`config.mk`:
```
export PLATFORM = sky130hd
export DESIGN_NAME = display_memory_sequencer
export DESIGN_NICKNAME = d
export VERILOG_FILES = /design/src/pkg/dms_pkg.sv /design/src/hw/stream_fifo.sv /design/src/hw/addr_map.sv /design/src/hw/display_memory_sequencer.sv
export VERILOG_INCLUDE_DIRS = /design/src /design/src/pkg
export SDC_FILE = /design/constraint.sdc
export NUM_CORES = 2
export LEC_CHECK = 0
export BUFFER_PORTS_ARGS = -buffer_cell sky130_fd_sc_hd__buf_2
export CORE_UTILIZATION = 50
export DETAILED_ROUTE_END_ITERATION = 8
export PLACE_DENSITY = 0.69
export SYNTH_ARGS = -nofsm -noshare
export SYNTH_HDL_FRONTEND = slang
export SYNTH_SLANG_ARGS = --single-unit
```
`constraint.sdc`:
```
create_clock -name SYS_CLK -period 4.83 [get_ports SYS_CLK]
set_clock_uncertainty 0.2 [all_clocks]
set_input_delay 0.7245 -clock SYS_CLK [delete_from_list [all_inputs] [get_ports SYS_CLK]]
set_output_delay 0.7245 -clock SYS_CLK [all_outputs]
set_load 0.005 [all_outputs]
```
`src/pkg/dms_consts.svh`:
```
// Constants of the display memory sequencer: field layout, windows, depths
`ifndef DMS_CONSTS_SVH
`define DMS_CONSTS_SVH

// Memory word address and data layout
`define DMS_WA        20
`define DMS_DW        32
`define DMS_LANES     4
`define DMS_ROW_MSB   19
`define DMS_ROW_LSB   10
`define DMS_COL_MSB   9

// Host address windows, inclusive bounds
`define DMS_WIN0_BASE 24'h0a0000
`define DMS_WIN0_LAST 24'h0bffff
`define DMS_WIN1_BASE 24'h0a0000
`define DMS_WIN1_LAST 24'h0affff
`define DMS_WIN2_BASE 24'h0b0000
`define DMS_WIN2_LAST 24'h0b7fff
`define DMS_LIN_BASE  24'h400000
`define DMS_LIN_LAST  24'h7fffff

// Buffering and refresh
`define DMS_FIFO_DEPTH 16
`define DMS_LOW_MARK   8
`define DMS_REF_W      3

`endif

```
`src/pkg/dms_pkg.sv`:
```
// Types shared by the display memory sequencer modules
`default_nettype none
package dms_pkg;
  typedef enum logic [2:0] {
    S_IDLE = 3'h0,
    S_ROW  = 3'h1,
    S_COL  = 3'h2,
    S_CASH = 3'h3,
    S_PRE  = 3'h4,
    S_RFC  = 3'h5,
    S_RFR  = 3'h6,
    S_RFE  = 3'h7
  } seq_state_t;

  typedef enum logic [2:0] {
    G_NONE = 3'h0,
    G_REF  = 3'h1,
    G_VID  = 3'h2,
    G_HRD  = 3'h3,
    G_WBUF = 3'h4,
    G_BLT  = 3'h5
  } grant_t;

  typedef enum logic [1:0] {
    AM_PLANAR  = 2'h0,
    AM_ODDEVEN = 2'h1,
    AM_CHAIN4  = 2'h2,
    AM_PACKED  = 2'h3
  } amode_t;
endpackage
`default_nettype wire

```
`src/hw/stream_fifo.sv`:
```
// Synchronous FIFO with registered output stage and registered ready
`timescale 1ns/1ns
`default_nettype none
module stream_fifo #(
  parameter int WIDTH = 32,
  parameter int DEPTH = 16,
  parameter int LW    = $clog2(DEPTH) + 1
) (
  // Clock and reset
  input  wire logic             clk,
  input  wire logic             rst_b,
  // Fill side
  input  wire logic             in_valid,
  input  wire logic [WIDTH-1:0] in_data,
  output logic                  in_ready,
  // Drain side
  output logic                  out_valid,
  output logic [WIDTH-1:0]      out_data,
  input  wire logic             out_ready,
  // Words held in the array
  output logic [LW-1:0]         level
);
  localparam int AW = $clog2(DEPTH);

  generate
    if (DEPTH < 2 || (DEPTH & (DEPTH - 1)) != 0) begin : g_chk
      $error("stream_fifo depth must be a power of two of at least 2");
    end
  endgenerate

  typedef struct packed {
    logic [DEPTH-1:0][WIDTH-1:0] mem;
    logic [AW-1:0]               wp;
    logic [AW-1:0]               rp;
    logic [LW-1:0]               cnt;
    logic                        in_ready;
    logic                        out_valid;
    logic [WIDTH-1:0]            out_data;
  } fifo_t;

  fifo_t q;
  fifo_t next_q;
  logic  push;
  logic  pop;

  always_comb begin
    next_q = q;
    push   = in_valid & q.in_ready;
    pop    = (q.cnt != '0) & (~q.out_valid | out_ready);
    if (q.out_valid & out_ready) begin
      next_q.out_valid = 1'b0;
    end
    if (pop) begin
      next_q.out_data  = q.mem[q.rp];
      next_q.out_valid = 1'b1;
      next_q.rp        = q.rp + 1'b1;
    end
    if (push) begin
      next_q.mem[q.wp] = in_data;
      next_q.wp        = q.wp + 1'b1;
    end
    next_q.cnt      = q.cnt + LW'(push) - LW'(pop);
    next_q.in_ready = next_q.cnt != LW'(DEPTH);
  end

  always_ff @(posedge clk or negedge rst_b) begin
    if (!rst_b) begin
      q          <= '0;
      q.in_ready <= 1'b1;
    end else begin
      q <= next_q;
    end
  end

  assign in_ready  = q.in_ready;
  assign out_valid = q.out_valid;
  assign out_data  = q.out_data;
  assign level     = q.cnt;
endmodule
`default_nettype wire

```
`src/hw/addr_map.sv`:
```
// Host address window decode and addressing-mode transform to memory words
`timescale 1ns/1ns
`default_nettype none
`include "dms_consts.svh"
module addr_map (
  // Host side
  input  wire logic [23:0]            host_addr,
  input  wire logic [1:0]             addr_mode,
  input  wire logic [1:0]             map_sel,
  input  wire logic [`DMS_LANES-1:0]  plane_en,
  // Memory side
  output logic [`DMS_WA-1:0]          word_addr,
  output logic [`DMS_LANES-1:0]       lanes,
  output logic                        hit
);
  logic [23:0] base;
  logic [23:0] last;
  logic [23:0] off;

  always_comb begin
    unique case (map_sel)
      2'h0: begin
        base = `DMS_WIN0_BASE;
        last = `DMS_WIN0_LAST;
      end
      2'h1: begin
        base = `DMS_WIN1_BASE;
        last = `DMS_WIN1_LAST;
      end
      2'h2: begin
        base = `DMS_WIN2_BASE;
        last = `DMS_WIN2_LAST;
      end
      2'h3: begin
        base = `DMS_LIN_BASE;
        last = `DMS_LIN_LAST;
      end
    endcase
    hit = (host_addr >= base) && (host_addr <= last);
    off = host_addr - base;
    unique case (dms_pkg::amode_t'(addr_mode))
      dms_pkg::AM_PLANAR: begin
        word_addr = off[`DMS_WA-1:0];
        lanes     = 4'hf;
      end
      dms_pkg::AM_ODDEVEN: begin
        word_addr = off[`DMS_WA:1];
        lanes     = off[0] ? 4'ha : 4'h5;
      end
      dms_pkg::AM_CHAIN4: begin
        word_addr = off[`DMS_WA+1:2];
        lanes     = 4'h1 << off[1:0];
      end
      dms_pkg::AM_PACKED: begin
        word_addr = off[`DMS_WA+1:2];
        lanes     = 4'hf;
      end
    endcase
    // Legacy windows mask the mode's lanes with the chosen planes; the linear window ignores them
    if (map_sel != 2'h3) begin
      lanes = lanes & plane_en;
    end
  end
endmodule
`default_nettype wire

```
`src/hw/display_memory_sequencer.sv`:
```
// Display memory sequencer: write buffer, arbiter, DRAM strobes, video FIFO
`timescale 1ns/1ns
`default_nettype none
`include "dms_consts.svh"
module display_memory_sequencer #(
  parameter int FIFO_DEPTH = `DMS_FIFO_DEPTH,
  parameter int LOW_MARK   = `DMS_LOW_MARK
) (
  // Memory clock and reset
  input  wire logic                   SYS_CLK,
  input  wire logic                   RST_B,
  // Configuration levels
  input  wire logic [1:0]             ADDR_MODE,
  input  wire logic [1:0]             MAP_SEL,
  input  wire logic [`DMS_REF_W-1:0]  REFRESH_COUNT,
  input  wire logic                   DUAL_CAS,
  // Host memory access
  input  wire logic [23:0]            HOST_ADDR,
  input  wire logic [`DMS_LANES-1:0]  HOST_PLANE_EN,
  input  wire logic                   HOST_WR_VALID,
  input  wire logic [`DMS_DW-1:0]     HOST_WDATA,
  output logic                        HOST_WR_READY,
  input  wire logic                   HOST_RD_REQ,
  output logic                        HOST_RD_ACK,
  // Block transfer engine access
  input  wire logic                   BLT_REQ,
  input  wire logic                   BLT_WE,
  input  wire logic [`DMS_WA-1:0]     BLT_ADDR,
  input  wire logic [`DMS_DW-1:0]     BLT_WDATA,
  output logic                        BLT_ACK,
  // Read data for host and block transfer engine
  output logic [`DMS_DW-1:0]          RD_DATA,
  // Display timing unit
  input  wire logic                   HBLANK,
  input  wire logic                   VBLANK,
  input  wire logic                   DISP_FETCH_REQ,
  input  wire logic [`DMS_WA-1:0]     DISP_FETCH_ADDR,
  output logic                        DISP_FETCH_ACK,
  // Attribute stage
  output logic                        VID_VALID,
  output logic [`DMS_DW-1:0]          VID_DATA,
  input  wire logic                   VID_READY,
  // Display DRAM
  output logic [9:0]                  MEM_ADDR_BUS,
  output logic                        RAS_B,
  output logic                        CAS_B,
  output logic                        OE_B,
  output logic [`DMS_LANES-1:0]       WE_B,
  input  wire logic [`DMS_DW-1:0]     MD_IN,
  output logic [`DMS_DW-1:0]          MD_OUT,
  output logic                        MD_OE
);
  localparam int LW  = $clog2(FIFO_DEPTH) + 1;
  localparam int WBW = `DMS_WA + `DMS_LANES + `DMS_DW;

  generate
    if (LOW_MARK < 1 || LOW_MARK > FIFO_DEPTH - 3) begin : g_chk
      $error("LOW_MARK must lie between 1 and FIFO_DEPTH-3");
    end
  endgenerate

  //----------------------------------------------------------------
  // State
  //----------------------------------------------------------------
  typedef struct packed {
    dms_pkg::seq_state_t       st;
    dms_pkg::grant_t           src;
    logic [`DMS_WA-1:0]        addr;
    logic [`DMS_DW-1:0]        data;
    logic [`DMS_LANES-1:0]     lanes;
    logic                      wr;
    logic [`DMS_REF_W-1:0]     owed;
    logic                      hb;
    logic [9:0]                ma;
    logic                      ras_b;
    logic                      cas_b;
    logic                      oe_b;
    logic [`DMS_LANES-1:0]     we_b;
    logic [`DMS_DW-1:0]        md_out;
    logic                      md_oe;
    logic [`DMS_DW-1:0]        rd_data;
    logic                      hrd_ack;
    logic                      blt_ack;
    logic                      fetch_ack;
  } seq_t;

  seq_t q;
  seq_t next_q;

  logic [`DMS_WA-1:0]    hmap_addr;
  logic [`DMS_LANES-1:0] hmap_lanes;
  logic                  hmap_hit;
  logic                  wb_valid;
  logic [WBW-1:0]        wb_data;
  logic                  wb_pop;
  logic                  vpush;
  logic [LW-1:0]         vlevel;
  logic [LW-1:0]         wlevel;
  logic                  active;
  logic                  room;
  logic                  urgent;
  logic                  more;

  //----------------------------------------------------------------
  // Helpers
  //----------------------------------------------------------------
  // Returns {CAS pin, WE pins}; strobe roles swap in dual-CAS mode for reads and refresh, writes are unchanged
  function automatic logic [4:0] strobes(input logic dual, input logic on,
                                         input logic wr, input logic [3:0] ln);
    if (!on) begin
      strobes = 5'h1f;
    end else if (dual) begin
      strobes = {~wr, wr ? ~ln : 4'h0};
    end else begin
      strobes = {1'b0, wr ? ~ln : 4'hf};
    end
  endfunction

  // Latches an access and drives its row with RAS low
  function automatic seq_t open_row(input seq_t s, input dms_pkg::grant_t g,
                                    input logic [`DMS_WA-1:0] a,
                                    input logic [`DMS_DW-1:0] d,
                                    input logic [3:0] ln, input logic wr);
    open_row       = s;
    open_row.src   = g;
    open_row.addr  = a;
    open_row.data  = d;
    open_row.lanes = ln;
    open_row.wr    = wr;
    open_row.ma    = a[`DMS_ROW_MSB:`DMS_ROW_LSB];
    open_row.ras_b = 1'b0;
    open_row.st    = dms_pkg::S_ROW;
  endfunction

  //----------------------------------------------------------------
  // Host address transform and write buffer
  //----------------------------------------------------------------
  addr_map u_map (
    .host_addr (HOST_ADDR),
    .addr_mode (ADDR_MODE),
    .map_sel   (MAP_SEL),
    .plane_en  (HOST_PLANE_EN),
    .word_addr (hmap_addr),
    .lanes     (hmap_lanes),
    .hit       (hmap_hit)
  );

  // Host side takes writes without waiting on DRAM traffic until the write buffer is full
  stream_fifo #(
    .WIDTH (WBW),
    .DEPTH (FIFO_DEPTH)
  ) u_wbuf (
    .clk       (SYS_CLK),
    .rst_b     (RST_B),
    .in_valid  (HOST_WR_VALID & hmap_hit),
    .in_data   ({hmap_addr, hmap_lanes, HOST_WDATA}),
    .in_ready  (HOST_WR_READY),
    .out_valid (wb_valid),
    .out_data  (wb_data),
    .out_ready (wb_pop),
    .level     (wlevel)
  );

  //----------------------------------------------------------------
  // Video FIFO toward the attribute stage
  //----------------------------------------------------------------
  stream_fifo #(
    .WIDTH (`DMS_DW),
    .DEPTH (FIFO_DEPTH)
  ) u_vfifo (
    .clk       (SYS_CLK),
    .rst_b     (RST_B),
    .in_valid  (vpush),
    .in_data   (MD_IN),
    .in_ready  (),
    .out_valid (VID_VALID),
    .out_data  (VID_DATA),
    .out_ready (VID_READY),
    .level     (vlevel)
  );

  //----------------------------------------------------------------
  // Arbiter and DRAM sequencer
  //----------------------------------------------------------------
  always_comb begin
    next_q           = q;
    next_q.hrd_ack   = 1'b0;
    next_q.blt_ack   = 1'b0;
    next_q.fetch_ack = 1'b0;
    next_q.hb        = HBLANK;
    wb_pop           = 1'b0;
    vpush            = 1'b0;
    active           = ~HBLANK & ~VBLANK;
    // Two slots kept free: one word may be in flight behind the check
    room             = vlevel < LW'(FIFO_DEPTH - 2);
    urgent           = active & DISP_FETCH_REQ & (vlevel < LW'(LOW_MARK));
    more             = DISP_FETCH_REQ & room & (q.owed == '0) &
                       (DISP_FETCH_ADDR[`DMS_ROW_MSB:`DMS_ROW_LSB] ==
                        q.addr[`DMS_ROW_MSB:`DMS_ROW_LSB]);
    unique case (q.st)
      dms_pkg::S_IDLE: begin
        if (q.owed != '0) begin
          next_q.owed  = q.owed - 1'b1;
          next_q.src   = dms_pkg::G_REF;
          {next_q.cas_b, next_q.we_b} = strobes(DUAL_CAS, 1'b1, 1'b0, 4'h0);
          next_q.st    = dms_pkg::S_RFC;
        end else if (urgent) begin
          next_q = open_row(q, dms_pkg::G_VID, DISP_FETCH_ADDR, '0, 4'hf, 1'b0);
        end else if (HOST_RD_REQ & ~q.hrd_ack & ~wb_valid & ~|wlevel) begin
          // Reads wait for buffered writes so they see the newest data
          if (hmap_hit) begin
            next_q = open_row(q, dms_pkg::G_HRD, hmap_addr, '0, hmap_lanes, 1'b0);
          end else begin
            next_q.rd_data = '0;
            next_q.hrd_ack = 1'b1;
          end
        end else if (wb_valid) begin
          wb_pop = 1'b1;
          next_q = open_row(q, dms_pkg::G_WBUF, wb_data[WBW-1:WBW-`DMS_WA],
                            wb_data[`DMS_DW-1:0],
                            wb_data[`DMS_DW+`DMS_LANES-1:`DMS_DW], 1'b1);
        end else if (BLT_REQ & ~q.blt_ack) begin
          next_q = open_row(q, dms_pkg::G_BLT, BLT_ADDR, BLT_WDATA, 4'hf, BLT_WE);
        end else if (DISP_FETCH_REQ & room) begin
          next_q = open_row(q, dms_pkg::G_VID, DISP_FETCH_ADDR, '0, 4'hf, 1'b0);
        end
      end
      dms_pkg::S_ROW: begin
        next_q.ma        = q.addr[`DMS_COL_MSB:0];
        {next_q.cas_b, next_q.we_b} = strobes(DUAL_CAS, 1'b1, q.wr, q.lanes);
        next_q.oe_b      = q.wr;
        next_q.md_out    = q.data;
        next_q.md_oe     = q.wr;
        next_q.fetch_ack = q.src == dms_pkg::G_VID;
        next_q.st        = dms_pkg::S_COL;
      end
      dms_pkg::S_COL: begin
        if (!q.wr) begin
          if (q.src == dms_pkg::G_VID) begin
            vpush = 1'b1;
          end else begin
            next_q.rd_data = MD_IN;
          end
        end
        next_q.hrd_ack = q.src == dms_pkg::G_HRD;
        next_q.blt_ack = q.src == dms_pkg::G_BLT;
        {next_q.cas_b, next_q.we_b} = strobes(DUAL_CAS, 1'b0, 1'b0, 4'h0);
        next_q.oe_b    = 1'b1;
        next_q.md_oe   = 1'b0;
        if (q.src == dms_pkg::G_VID) begin
          next_q.st    = dms_pkg::S_CASH;
        end else begin
          next_q.ras_b = 1'b1;
          next_q.st    = dms_pkg::S_PRE;
        end
      end
      dms_pkg::S_CASH: begin
        // Fast page burst continues while the row holds, room remains and no refresh is owed
        if (more) begin
          next_q.addr      = DISP_FETCH_ADDR;
          next_q.ma        = DISP_FETCH_ADDR[`DMS_COL_MSB:0];
          {next_q.cas_b, next_q.we_b} = strobes(DUAL_CAS, 1'b1, 1'b0, 4'hf);
          next_q.oe_b      = 1'b0;
          next_q.fetch_ack = 1'b1;
          next_q.st        = dms_pkg::S_COL;
        end else begin
          next_q.ras_b     = 1'b1;
          next_q.st        = dms_pkg::S_PRE;
        end
      end
      dms_pkg::S_PRE: begin
        next_q.src = dms_pkg::G_NONE;
        next_q.st  = dms_pkg::S_IDLE;
      end
      dms_pkg::S_RFC: begin
        next_q.ras_b = 1'b0;
        next_q.st    = dms_pkg::S_RFR;
      end
      dms_pkg::S_RFR: begin
        next_q.ras_b = 1'b1;
        {next_q.cas_b, next_q.we_b} = strobes(DUAL_CAS, 1'b0, 1'b0, 4'h0);
        next_q.st    = dms_pkg::S_RFE;
      end
      dms_pkg::S_RFE: begin
        next_q.src = dms_pkg::G_NONE;
        next_q.st  = dms_pkg::S_IDLE;
      end
    endcase
    // A new horizontal blanking period reloads the refresh quota, winning over a decrement
    if (HBLANK & ~q.hb) begin
      next_q.owed = REFRESH_COUNT;
    end
  end

  // All DRAM controls come from this memory-clock register
  always_ff @(posedge SYS_CLK or negedge RST_B) begin
    if (!RST_B) begin
      q       <= '0;
      q.ras_b <= 1'b1;
      q.cas_b <= 1'b1;
      q.oe_b  <= 1'b1;
      q.we_b  <= 4'hf;
    end else begin
      q <= next_q;
    end
  end

  //----------------------------------------------------------------
  // Outputs
  //----------------------------------------------------------------
  assign MEM_ADDR_BUS   = q.ma;
  assign RAS_B          = q.ras_b;
  assign CAS_B          = q.cas_b;
  assign OE_B           = q.oe_b;
  assign WE_B           = q.we_b;
  assign MD_OUT         = q.md_out;
  assign MD_OE          = q.md_oe;
  assign RD_DATA        = q.rd_data;
  assign HOST_RD_ACK    = q.hrd_ack;
  assign BLT_ACK        = q.blt_ack;
  assign DISP_FETCH_ACK = q.fetch_ack;
endmodule
`default_nettype wire

```
==> results.yml <==
placed_design:
  io_buffers: 300
  dp_hpwl_um: 116100
  placed_cells: 7122
  gp_congestion: 0.8745
  dp_slack_ns: -0.006261
cells_and_area:
  layout_common_cells: "dfrtp_1, mux2_2, mux4_2"
  mostFrequentLayoutCell: "dfrtp_1"
  finalNetCount: 5485
  finalNonFillerCells: 7444
  multi_input_area_mm2: 0.03289
  nFillCells: 11984
  area.sequential_mm2: 0.04203
  drive_above_1_share_pct: 50.97
  syn_to_final_growth_pct: 12.05
clock_tree:
  postCtsSetupRepairBufs: 0
  htreeDepth: 4
  cts_sinks: 1678
  post_cts_resized: 0
  cts.path.max_buffers: 3
  clkTransAtPathRegs_ns: 0.06
  cts_buffers: 174
  cts_tree: "built"
  clkLatencyLatePin_ns: 0.80
  root_buffer: "clkbuf_16"
setup_path:
  rr_endpoint: "u_wbuf.out_data[19]"
  cp_slowest_cell: "nand4_1"
  ff2ff_path_depth: 11
  cp_top_family: "simple AND/OR/NAND/NOR gates"
  critPathRequiredTime_ns: 5.28
  crit_arrival_ns: 4.50
  path_depth: 13
  cp.buffers_inverters: 4
  crit_path_end_kind: "flip-flop"
  crit_type: "in2reg"
  critPathLaunchType: "primary input"
  cp_max_fo: 21
  startpoint: "MAP_SEL[1]"
  r2r-start: "q[86]"
  worstPathCellList: "buf_2 -> nand2_1 -> inv_1 -> ha_1 -> nor4b_1 -> nand4_1 -> o21ai_0 -> o21a_2 -> and3_1 -> buf_12 -> nand4_1 -> buf_12 -> mux2_2"
  max_stage_delay_ns: 0.73
  ff2ff_setup_slack_ns: 1.10
  crit_end: "u_wbuf.q[874]"
global_routing:
  grt_pass1_wl_um: 293900
  grt-ovfl-total: 0
  grt_max_degree: 145
  antenna_found_initial: 20
  grtUsageTotal_pct: 24.34
  first_global_vias: 47222
drt:
  drtIter0Drc: 3224
  final_antenna_net_count: 0
  drc: 38
  routed_via_density: 5.975
  vias: 44480
  routedWlPerCell_um: 25.19
  firstDrtPassIters: 8
  totalWireLength_um: 187500
logic_synthesis:
  synth_flop_cell: "dfrtp_1"
  synth_xor_area_share_pct: 0.3598
  synth_fp_nets: 5375
  syn-cell-area_mm2: 0.07790
  synth_top_area_share_pct: 53.61
  synth_top_family_by_area: "multiplexers"
  synth-compound-area-share_pct: 2.685
  yosys-top-cells-area: "dfrtp_1, mux2_2, mux4_2, buf_4, clkbuf_1"
  synth_adder_area_share_pct: 0.7356
  synthCells: 5149
  yosys.area_share.simple_pct: 2.297
  synth_edf_count: 0
  synth-async-reset-ratio_pct: 100.0
  yosys_warnings: 0
  yosys.area.top_type: "dfrtp_1"
  post_synth_num_cell_types: 66
  ys_seq_elements: 1678
  synthMuxAreaShare_pct: 35.73
  ys_seq_area_share_pct: 53.92
  syn_area_per_cell_um2: 15.13
sta:
  finalSetupViolCount: 0
  rsz0062_at_grt: "false"
  finalCritPeriodShare_pct: 83.96
  fin_crit_ns: 4.055
  drv_slew: 0
  max_slew_margin_pct: 18.75
  clock.fmax_mhz: 246.6
  worst_pin_slew_ns: 1.219
  setup_slack_ns: 0.7748
  hold_viol_final: 0
job:
  cap_violations: 0
floorplan:
  rows: 144
  start_util_pct: 50.45
  die_h_um: 396.7
  die_area_mm2: 0.1574
  io_pins: 301
  core_mm2: 0.1544
  die_w_um: 396.7
pwr:
  irDropWorstVdd_mv: 0.4187
  p_leak_uw: 0.04194
  power.density_mw_per_mm2: 513.2
  totalPowerFinal_uw: 44800
min_path:
  hold_class: "in2reg"
status:
  violations: "DRC"
  outcome: "finished with violations"
per-stage QoR:
stage	instance area, µm²	hold WS (ns)	TNS [ns]	util, %
detailed placement	81370	0.2610	-0.01237	52.70
CTS	87290	0.007483	0	56.53
finish	87290	0.04529	0	56.53
floorplan	77900	0.2289	0	-
global placement	81370	0.2536	-0.4658	52.70
global route	87290	0.02690	0	56.53
cell families (layout without fill, tap and decap cells):
logic type / count (synthesis) / after routing
AOI/OAI and AO/OA: 324 / 324
xor gates and xnor gates: 32 / 32
adders and majority gates: 44 / 44
buffers and inverters: 630 / 880
DFF: 1678 / 1678
muxes: 2047 / 2047
other: 0 / 1
and+or+nand+nor: 394 / 394
final cells by class:
cell class	instances	area share [%]
clock buffers	271	5.936
repair buffers	471	4.111
clock inverters	45	0.7884
well taps	2044	2.930
inverters	93	0.4042
flip-flops and latches	1678	48.15
multi-input cells	2841	37.68
diodes	1	0.002867
worst min path at each step:
stage / from / end / slack [ns] / cells past startpoint
after floorplan: RST_B / BLT_ACK / 0.23 / 0
after global placement: q[124] / q[124] / 0.25 / 2
after detailed placement: q[115] / q[115] / 0.26 / 2
after CTS: HBLANK / q[85] / 0.007 / 2
after global routing: HBLANK / q[85] / 0.03 / 2
final: HBLANK / q[85] / 0.05 / 2
where the power goes:
| group | internal (µW) | total [µW] | switching [µW] |
|---|---|---|---|
| Clock | 7820 | 13600 | 5750 |
| Combinational | 6390 | 11800 | 5380 |
| Sequential | 17300 | 19400 | 2190 |
| Total | 31500 | 44800 | 13300 |
sequential cells by signal, indices dropped and copies added (netlist names), 4 cells and up:
register	cells
WE_B	4
q	67
RD_DATA	32
u_vfifo.level	5
u_vfifo.out_data	32
u_wbuf.level	5
u_wbuf.q	904
u_wbuf.out_data	56
MEM_ADDR_BUS	10
MD_OUT	32
u_vfifo.q	520
what timing repair did:
item	CTS	global route
endpoints found under the setup margin	0	0
hold buffers	5	0
hold endpoints to repair	101	0
synth_stat cells, types with 11 or more instances:
cell type,number
mux4_2,431
o22ai_1,13
a221oi_1,21
buf_2,94
clkbuf_1,226
o31ai_1,46
nand2_1,188
ha_1,41
nor2_1,87
mux2i_1,57
buf_6,56
nand4_1,36
mux2_2,1526
a22oi_1,15
o21ai_1,16
nor2b_1,13
xnor2_1,24
nand3_1,22
a21oi_1,104
buf_4,114
dfrtp_1,1669
nand2b_1,11
mux2_1,33
o21ai_0,44
buf_1,46
inv_1,92
routing by layer:
layer / global-route usage [%] / vias up / routed length [µm]
li1: - / 19121 / -
met1: 34.18 / 24010 / 83150
met2: 39.51 / 1006 / 91300
met3: 3.904 / 319 / 8299
met4: 6.481 / 24 / 4589
met5: 0 / - / 155
(Power assumes the default switching activity.)
